$ cat src/rtl/irc_pkg.sv
package irc_pkg;

  // register byte addresses within the system control space window
  localparam logic [19:0] IRC_OFFSET = 20'h0ed0c;
  localparam logic [19:0] IRC_ALIAS_OFFSET = 20'h2ed0c;

  // key values
  localparam logic [15:0] IRC_WRITE_KEY = 16'h05fa;
  localparam logic [15:0] IRC_KEY_STATUS = 16'hfa05;

  // field positions
  localparam int IRC_KEY_LSB = 16;
  localparam int IRC_ENDIAN_BIT = 15;
  localparam int IRC_BOOST_BIT = 14;
  localparam int IRC_ROUTE_BIT = 13;
  localparam int IRC_SPLIT_LSB = 8;
  localparam int IRC_SPLIT_W = 3;
  localparam int IRC_RSO_BIT = 3;
  localparam int IRC_REQ_BIT = 2;
  localparam int IRC_CLR_BIT = 1;

  // values after warm reset
  localparam logic IRC_BOOST_RST = 1'b0;
  localparam logic IRC_ROUTE_RST = 1'b0;
  localparam logic IRC_ROUTE_NOSEC = 1'b1;
  localparam logic [2:0] IRC_SPLIT_RST = 3'h0;
  localparam logic IRC_RSO_RST = 1'b0;
  localparam logic IRC_REQ_RST = 1'b0;
  localparam logic [31:0] IRC_RDATA_RST = 32'h00000000;

  // full word strobe
  localparam logic [3:0] IRC_STRB_WORD = 4'hf;

endpackage : irc_pkg

$ cat src/rtl/irc_field.sv
`timescale 1ns/10ps
module irc_field
  import irc_pkg::*;
#(
  parameter int W = 1,
  parameter logic [W-1:0] RST = '0,
  parameter bit WRITABLE = 1'b1
) (
  input wire logic clock_i, // core clock
  input wire logic reset_i, // warm reset, async high
  input wire logic we_i, // accepted write to this field
  input wire logic [W-1:0] d_i, // new value
  output logic [W-1:0] q_o // stored value
);

  typedef struct packed {
    logic [W-1:0] val;
  } irc_field_s;

  irc_field_s st;
  irc_field_s next_st;

  // refuse a field with no bits
  if (W < 1) begin : g_bad_width
    $error("irc_field width must be at least one");
  end

  // a locked field keeps its reset value
  always_comb begin
    next_st = st;
    if (WRITABLE && we_i) begin
      next_st.val = d_i;
    end
  end

  // state register
  always_ff @(posedge clock_i or posedge reset_i) begin
    if (reset_i) begin
      st <= '{val: RST};
    end else begin
      st <= next_st;
    end
  end

  assign q_o = st.val;

endmodule : irc_field

$ cat src/rtl/irc_clract.sv
`timescale 1ns/10ps
module irc_clract
  import irc_pkg::*;
(
  input wire logic clock_i, // core clock
  input wire logic reset_i, // warm reset, async high
  input wire logic go_i, // keyed debugger write of one to the clear bit
  input wire logic halted_i, // core halted in debug state
  input wire logic sde_i, // secure debug enabled
  output logic clear_ns_o, // pulse: clear non-secure active states
  output logic clear_s_o, // pulse: clear secure active states
  output logic clear_exception_number_field_o // pulse: zero the exception number field
);

  typedef struct packed {
    logic ns;
    logic s;
    logic exception_number_field;
  } irc_clract_s;

  irc_clract_s st;
  irc_clract_s next_st;

  // one-cycle clear pulses, only while halted
  always_comb begin
    next_st.ns = go_i & halted_i;
    next_st.exception_number_field = go_i & halted_i;
    next_st.s = go_i & halted_i & sde_i;
  end

  // state register
  always_ff @(posedge clock_i or posedge reset_i) begin
    if (reset_i) begin
      st <= '0;
    end else begin
      st <= next_st;
    end
  end

  assign clear_ns_o = st.ns;
  assign clear_s_o = st.s;
  assign clear_exception_number_field_o = st.exception_number_field;

endmodule : irc_clract

$ cat src/rtl/irc_top.sv
// Chosen here: the placing of the registers and the APB slave port.
`timescale 1ns/10ps
module irc_top
  import irc_pkg::*;
#(
  parameter bit HAS_SECURITY = 1'b1,
  parameter bit HAS_MAIN_EXT = 1'b1,
  parameter bit BIG_ENDIAN = 1'b0,
  parameter bit BOOST_WRITABLE = 1'b1,
  parameter bit ROUTE_WRITABLE = 1'b1
) (
  input wire logic CLOCK_I, // core clock, 10 MHz
  input wire logic RESET_I, // warm reset, async high
  input wire logic PSEL_I, // apb select
  input wire logic PENABLE_I, // apb access phase
  input wire logic PWRITE_I, // apb write
  input wire logic [19:0] PADDR_I, // apb byte address
  input wire logic [31:0] PWDATA_I, // apb write data
  input wire logic [3:0] PSTRB_I, // apb byte strobes
  input wire logic [2:0] PPROT_I, // [0] privileged, [1] non-secure
  input wire logic DEBUG_I, // access comes from the debugger
  input wire logic HALTED_I, // core halted in debug state
  input wire logic SECURE_DEBUG_EN_I, // secure debug enabled
  output logic [31:0] PRDATA_O, // apb read data
  output logic PREADY_O, // apb ready
  output logic PSLVERR_O, // apb error
  output logic SECURE_BOOST_O, // non-secure exceptions lowered
  output logic FAULT_NS_O, // faults and nmi routed non-secure
  output logic [2:0] SPLIT_S_O, // secure priority split point
  output logic [2:0] SPLIT_NS_O, // non-secure priority split point
  output logic RESET_SECURE_ONLY_O, // reset request secure only
  output logic SYS_RESET_REQ_O, // held system reset request
  output logic CLEAR_ACTIVE_NS_O, // pulse: clear non-secure actives
  output logic CLEAR_ACTIVE_S_O, // pulse: clear secure actives
  output logic CLEAR_EXCEPTION_NUMBER_FIELD_O // pulse: zero exception number field
);

  typedef struct packed {
    logic ready;
    logic slverr;
    logic [31:0] rdata;
    logic req;
  } irc_top_s;

  irc_top_s st;
  irc_top_s next_st;

  // refuse package layouts that the address decode, key check and read word assembly cannot serve
  if (IRC_SPLIT_W != 3) begin : g_bad_split_width
    $error("irc_top needs a three-bit split point field");
  end
  if (IRC_KEY_LSB != 16) begin : g_bad_key_position
    $error("irc_top needs the key in the upper half-word");
  end
  if (IRC_KEY_STATUS != ~IRC_WRITE_KEY) begin : g_bad_key_status
    $error("irc_top key status must be the inverse of the write key");
  end
  if (IRC_ENDIAN_BIT >= IRC_KEY_LSB) begin : g_bad_endian_position
    $error("irc_top endianness bit overlaps the key");
  end
  if (IRC_ROUTE_BIT >= IRC_BOOST_BIT || IRC_BOOST_BIT >= IRC_ENDIAN_BIT) begin : g_bad_sec_bits
    $error("irc_top security control bits out of order");
  end
  if (IRC_SPLIT_LSB + IRC_SPLIT_W > IRC_ROUTE_BIT) begin : g_bad_split_position
    $error("irc_top split point overlaps the routing bit");
  end
  if (IRC_RSO_BIT >= IRC_SPLIT_LSB) begin : g_bad_rso_position
    $error("irc_top restriction bit overlaps the split point");
  end
  if (IRC_CLR_BIT >= IRC_REQ_BIT || IRC_REQ_BIT >= IRC_RSO_BIT) begin : g_bad_low_bits
    $error("irc_top low control bits out of order");
  end
  if (IRC_OFFSET == IRC_ALIAS_OFFSET) begin : g_bad_alias
    $error("irc_top alias must differ from the main offset");
  end
  if (IRC_STRB_WORD != 4'hf) begin : g_bad_strobe
    $error("irc_top honours full word writes only");
  end
  if (IRC_RDATA_RST != 32'h00000000) begin : g_bad_rdata_rst
    $error("irc_top read bus must rest at zero after reset");
  end
  if (IRC_ROUTE_NOSEC != 1'b1) begin : g_bad_route_nosec
    $error("irc_top routing bit must read one without a secure state");
  end

  // field values held in the field modules
  logic boost;
  logic route;
  logic [2:0] split_s;
  logic [2:0] split_ns;
  logic rso;

  // address decode and security view
  logic hit_main;
  logic hit_alias;
  logic ns_req;
  logic alias_raz;
  logic ns_view;
  logic bad_access;
  logic setup;
  logic commit;
  logic key_ok;
  logic we;
  logic [2:0] split_view;
  logic [31:0] rd_word;

  // decode of the current request
  assign hit_main = (PADDR_I == IRC_OFFSET);
  // the alias only exists where a secure state does
  assign hit_alias = HAS_SECURITY && (PADDR_I == IRC_ALIAS_OFFSET);
  // without a secure state every access is treated as secure
  assign ns_req = HAS_SECURITY && PPROT_I[1];
  // the alias is zero to non-secure software and to the debugger
  assign alias_raz = hit_alias & (ns_req | DEBUG_I);
  // secure software in the alias sees the non-secure view
  assign ns_view = ns_req | hit_alias;
  // unmapped or unprivileged accesses end in an error
  logic mapped;
  logic priv_ok;
  assign mapped = hit_main | hit_alias;
  assign priv_ok = PPROT_I[0];
  assign bad_access = ~mapped | ~priv_ok;

  // phase decode: the access phase is the cycle in which ready stands
  logic access;
  assign setup = PSEL_I & ~PENABLE_I;
  assign access = PSEL_I & PENABLE_I & st.ready;
  assign commit = access & PWRITE_I & ~st.slverr;

  // key check: wrong key or partial word changes nothing
  assign key_ok = (PWDATA_I[31:IRC_KEY_LSB] == IRC_WRITE_KEY)
    & (PSTRB_I == IRC_STRB_WORD) & ~alias_raz;
  assign we = commit & key_ok;

  // write enables of the single fields, all behind the key check
  logic we_secure;
  logic we_nonsec;
  logic we_req;
  logic go_clear;
  assign we_secure = we & ~ns_view;
  assign we_nonsec = we & ns_view;
  // a non-secure request is dropped while the restriction bit is set
  assign we_req = we & PWDATA_I[IRC_REQ_BIT] & ~(ns_view & rso);
  // only a debugger write may start the clear of the active states
  assign go_clear = we & PWDATA_I[IRC_CLR_BIT] & DEBUG_I;

  // banked split point of the selected view
  assign split_view = ns_view ? split_ns : split_s;

  // bits hidden from the non-secure view read zero
  logic boost_view;
  logic rso_view;
  logic req_view;
  assign boost_view = ns_view ? 1'b0 : boost;
  assign rso_view = ns_view ? 1'b0 : rso;
  assign req_view = (ns_view & rso) ? 1'b0 : st.req;

  // read word assembly
  always_comb begin
    rd_word = '0;
    // key status and fixed endianness, shared by both views
    rd_word[31:IRC_KEY_LSB] = IRC_KEY_STATUS;
    rd_word[IRC_ENDIAN_BIT] = BIG_ENDIAN;
    // security controls as the selected view may see them
    rd_word[IRC_BOOST_BIT] = boost_view;
    rd_word[IRC_ROUTE_BIT] = route;
    // split point of the view, reserved without the main extension
    if (HAS_MAIN_EXT) begin
      rd_word[IRC_SPLIT_LSB +: IRC_SPLIT_W] = split_view;
    end else begin
      rd_word[IRC_SPLIT_LSB +: IRC_SPLIT_W] = 3'h0;
    end
    // reset controls; the clear bit and the reserved bits read zero
    rd_word[IRC_RSO_BIT] = rso_view;
    rd_word[IRC_REQ_BIT] = req_view;
    rd_word[IRC_CLR_BIT] = 1'b0;
    // the alias seen from outside and refused accesses return zero
    if (alias_raz | bad_access) begin
      rd_word = '0;
    end
  end

  // bus answer and reset request
  always_comb begin
    next_st = st;
    // ready is raised for exactly the access phase after a setup
    next_st.ready = setup;
    // error and read word are decided from the setup cycle
    if (setup) begin
      next_st.slverr = bad_access;
      if (PWRITE_I) begin
        // a write leaves no stale word on the read bus
        next_st.rdata = '0;
      end else begin
        next_st.rdata = rd_word;
      end
    end else begin
      next_st.slverr = 1'b0;
    end
    // request stays until warm reset removes it; writing zero never clears it
    if (we_req) begin
      next_st.req = 1'b1;
    end
  end

  // state register, cleared by warm reset
  always_ff @(posedge CLOCK_I or posedge RESET_I) begin
    if (RESET_I) begin
      st <= '{ready: 1'b0, slverr: 1'b0, rdata: IRC_RDATA_RST, req: IRC_REQ_RST};
    end else begin
      st <= next_st;
    end
  end

  // secure priority boost, secure writes only
  irc_field #(
    .W(1),
    .RST(IRC_BOOST_RST),
    .WRITABLE(HAS_SECURITY && BOOST_WRITABLE)
  ) u_boost (
    .clock_i(CLOCK_I),
    .reset_i(RESET_I),
    .we_i(we_secure),
    .d_i(PWDATA_I[IRC_BOOST_BIT]),
    .q_o(boost)
  );

  // fault routing, reads one and locked without a secure state
  irc_field #(
    .W(1),
    .RST(HAS_SECURITY ? IRC_ROUTE_RST : IRC_ROUTE_NOSEC),
    .WRITABLE(HAS_SECURITY && ROUTE_WRITABLE)
  ) u_route (
    .clock_i(CLOCK_I),
    .reset_i(RESET_I),
    .we_i(we_secure),
    .d_i(PWDATA_I[IRC_ROUTE_BIT]),
    .q_o(route)
  );

  // secure bank of the split point
  irc_field #(
    .W(IRC_SPLIT_W),
    .RST(IRC_SPLIT_RST),
    .WRITABLE(HAS_MAIN_EXT)
  ) u_split_s (
    .clock_i(CLOCK_I),
    .reset_i(RESET_I),
    .we_i(we_secure),
    .d_i(PWDATA_I[IRC_SPLIT_LSB +: IRC_SPLIT_W]),
    .q_o(split_s)
  );

  // non-secure bank of the split point
  irc_field #(
    .W(IRC_SPLIT_W),
    .RST(IRC_SPLIT_RST),
    .WRITABLE(HAS_MAIN_EXT)
  ) u_split_ns (
    .clock_i(CLOCK_I),
    .reset_i(RESET_I),
    .we_i(we_nonsec),
    .d_i(PWDATA_I[IRC_SPLIT_LSB +: IRC_SPLIT_W]),
    .q_o(split_ns)
  );

  // reset request restriction, secure writes only
  irc_field #(
    .W(1),
    .RST(IRC_RSO_RST),
    .WRITABLE(HAS_SECURITY)
  ) u_rso (
    .clock_i(CLOCK_I),
    .reset_i(RESET_I),
    .we_i(we_secure),
    .d_i(PWDATA_I[IRC_RSO_BIT]),
    .q_o(rso)
  );

  // debugger clear of the active states, the secure ones only while secure debug is enabled
  irc_clract u_clract (
    .clock_i(CLOCK_I),
    .reset_i(RESET_I),
    .go_i(go_clear),
    .halted_i(HALTED_I),
    .sde_i(SECURE_DEBUG_EN_I),
    .clear_ns_o(CLEAR_ACTIVE_NS_O),
    .clear_s_o(CLEAR_ACTIVE_S_O),
    .clear_exception_number_field_o(CLEAR_EXCEPTION_NUMBER_FIELD_O)
  );

  // bus answer straight from the state register
  assign PRDATA_O = st.rdata;
  assign PREADY_O = st.ready;
  assign PSLVERR_O = st.slverr;

  // reset request held to the reset controller
  assign SYS_RESET_REQ_O = st.req;

  // field values to the prioritisation logic, straight from flip-flops
  assign SECURE_BOOST_O = boost;
  assign FAULT_NS_O = route;
  assign SPLIT_S_O = split_s;
  assign SPLIT_NS_O = split_ns;
  assign RESET_SECURE_ONLY_O = rso;

endmodule : irc_top

$ cat config.mk
export PLATFORM = sky130hd
export DESIGN_NAME = irc_top
export DESIGN_NICKNAME = d
export VERILOG_FILES = /design/src/rtl/irc_pkg.sv /design/src/rtl/irc_field.sv /design/src/rtl/irc_clract.sv /design/src/rtl/irc_top.sv
export SDC_FILE = /design/constraint.sdc
export NUM_CORES = 1
export LEC_CHECK = 0
export ABC_AREA = 1
export BUFFER_PORTS_ARGS = -buffer_cell sky130_fd_sc_hd__buf_2
export CORE_MARGIN = 2
export CORE_UTILIZATION = 39
export DETAILED_ROUTE_END_ITERATION = 16
export GPL_ROUTABILITY_DRIVEN = 0
export PLACE_DENSITY = 0.8
export SLEW_MARGIN = 40
export SYNTH_ARGS = -nofsm -noshare
export SYNTH_HDL_FRONTEND = slang
export SYNTH_HIERARCHICAL = 1
export SYNTH_SLANG_ARGS = --single-unit
$ cat constraint.sdc
create_clock -name CLOCK_I -period 1.9 [get_ports CLOCK_I]
set_clock_uncertainty 0.2 [all_clocks]
set_input_delay 0 -clock CLOCK_I [delete_from_list [all_inputs] [get_ports CLOCK_I]]
set_output_delay 0 -clock CLOCK_I [all_outputs]
set_load 0.005 [all_outputs]
==> results.py <==
metrics = {
    "finish": {
        "n_fill_cell": 341,
        "area_delta_synth_final_pct": 46.6,
        "largest_register_ffs": 8,
        "multi_input_area_um2": 594,
        "fin_cells": 359,
        "drive_gt1_share_pct": 32.9,
        "finish.utilization_pct": 60.8,
        "fin_nets": 381,
        "ff_latch_area_um2": 551,
        "diodes": 0,
    },
    "synthesis": {
        "synthesis.instances": 205,
        "syn_avg_cell_area_um2": 6.92,
        "yosys.area.top_type": "dfrtp_1",
        "synth_area_leaders": "dfrtp_1, nand2_1, buf_4",
        "synth_top_cell_area_share_pct": 38.8,
        "ys_ff_latch": 22,
        "yosysUniqueCellTypes": 21,
        "yosys_warnings": 6,
        "ys_seq_area_share_pct": 38.8,
        "synth_area_um2": 1420,
    },
    "setup_path": {
        "crit_chain": "dlygate4sd3_1 > buf_2 > inv_1 > nor2_1 > nand4_2 > dlygate4sd3_1 > o21ai_0",
        "startpoint_type": "input port",
        "path_common_cell": "dlygate4sd3_1",
        "crit_arrival_ns": 1.76,
        "worstPathRequired_ns": 1.92,
        "worstSetupPathType": "input port to register",
        "max_stage_delay_ns": 0.61,
        "crit_slowest_cell": "dlygate4sd3_1",
        "worstPathMaxFanout": 2,
        "cp-end-kind": "register",
    },
    "placed_design": {
        "dp_cells": 330,
        "portBuffers": 87,
        "post-place-ws_ns": 0.246,
        "dp_hpwl_um": 2670,
    },
    "pwr": {
        "peakVddDrop_v": 0.000453,
        "power_density_nw_per_um2": 418,
        "p_leak_nw": 1.33,
    },
    "drt": {
        "wl_per_cell_um": 9.70,
        "wirelength_um": 3480,
        "first_iter_violations": 57,
        "via_per_inst": 4.19,
        "ant_nets": 0,
        "vias": 1505,
        "drc": 0,
        "drtPass1Iterations": 4,
    },
    "floorplan": {
        "dieWidth_um": 64.3,
        "coreArea_um2": 3420,
        "die_y_um": 64.3,
        "die_area_um2": 4130,
        "fp-row-count": 21,
        "io_pins": 114,
        "start_util_pct": 41.5,
    },
    "clocking": {
        "clockBufferDepth": 2,
        "htree_levels": 1,
        "clock-root-buffer": "clkbuf_4",
        "cts_made_buffers": 3,
        "path_clk_slew_ns": 0.11,
        "cts_sinks": 22,
        "cts_tree": "done",
        "clock_latency_ns": 0.30,
    },
    "outcome": {
        "status": "finished clean",
    },
    "grt": {
        "antenna_found_initial": 0,
        "grt_max_degree": 13,
        "grt_pass1_vias": 1400,
        "grt_usage_pct": 17.7,
        "grt_pass1_wl_um": 5820,
        "overflow": 0,
    },
    "timing": {
        "setup_viol": 0,
        "drv_slew": 0,
        "fmax_mhz": 574,
        "fin_crit_ns": 1.74,
        "fin_crit_sh_pct": 91.6,
        "hold_viol": 0,
        "finalSetupTns_ns": 0,
        "whs_ns": 0.0220,
        "rsz0062_at_grt": "no",
        "setup_slack_ns": 0.159,
    },
    "run": {
        "drv_cap": 0,
    },
    "worst_hold_path": {
        "hold_path_class": "input port to async pin",
    },
}
cell usage after synthesis (all sizes together):
cell type  count
inv           37
nand2         67
buf           26
o21ai          1
nand4          5
and3           1
o21bai         1
dfrtp         22
conb           1
nand3b         3
a21oi          1
or2            2
nor3           1
nand3         13
nor2          24
through the flow:
step / cell area [µm²] / power, W
finish: 2080 / 0.000868
global route: 2080 / 0.000923
CTS: 2060 / 0.000876
detailed placement: 1790 / 0.000601
global placement: 1790 / 0.000598
floorplan: 1480 / 0.000557
worst max-delay path, delay by kind of cell:
| family | cells | cell delay, ns |
|---|---|---|
| buf+inv | 4 | 1.25 |
| compound gates | 1 | 0.19 |
| simple gates | 2 | 0.31 |
metal layers:
layer	track usage [%]	wire length, µm	vias to the layer above
li1	-	-	786
met1	21.0	1430	668
met2	33.1	1830	49
met3	4.05	212	2
met4	2.13	9	0
met5	0	0	-
cells by family after synthesis:
| group | synth area share [%] |
|---|---|
| compound gates | 1.24 |
| flops | 38.8 |
| buf+inv | 23.8 |
| simple gates | 35.8 |
| other cells | 0.265 |
final timing paths:
path	from	to	slack (ns)	depth (start not counted)
worst max-delay path	PPROT_I[0]	PRDATA_O[30]	0.16	7
worst min-delay path	RESET_I	SYS_RESET_REQ_O	0.02	3
worst max register to register	PSLVERR_O	u_split_ns/q_o[0]	0.19	11
worst min register to register	PRDATA_O[3]	PRDATA_O[3]	0.29	2
max in group asynchronous	RESET_I	u_split_s/q_o[1]	0.78	4
min in group CLOCK_I	PADDR_I[5]	PRDATA_O[13]	0.05	8
layout by cell type, fill, tap and decap left out:
cell type	count
or2_1	1
dlygate4sd3_1	23
inv_1	35
inv_2	2
nand3b_1	3
nand4_1	4
nand4_2	1
dlymetal6s4s_1	1
o21ai_0	1
buf_2	87
conb_1	17
nor3_1	1
nor2_1	19
dfrtp_1	22
o21bai_1	1
nand2_1	67
a21oi_1	1
nor2_4	2
and3_1	1
nand3_1	13
or2_2	1
clkbuf_8	1
nor2_2	3
clkbuf_4	3
buf_4	3
timing repair:
action                                  4_1_cts  5_1_grt
endpoints found under the hold margin        43        0
gates resized for setup                       0        3
endpoints found under the setup margin        0        1
setup buffers                                 0        1
hold buffers                                 24        0
layout make-up:
type                            instances  area share, %
Clock buffer                            4           1.75
Inverter                               37           6.68
Multi-Input combinational cell        136           28.6
Sequential cell                        22           26.5
Tap cell                               46           2.77
Timing Repair Buffer                  114           33.7
power breakdown:
part	switching [W]	internal (W)
Sequential	0.000000945	0.000470
Combinational	0.0000675	0.0000831
Clock	0.000130	0.000117
No activity file was read; power rests on OpenSTA's default activity.
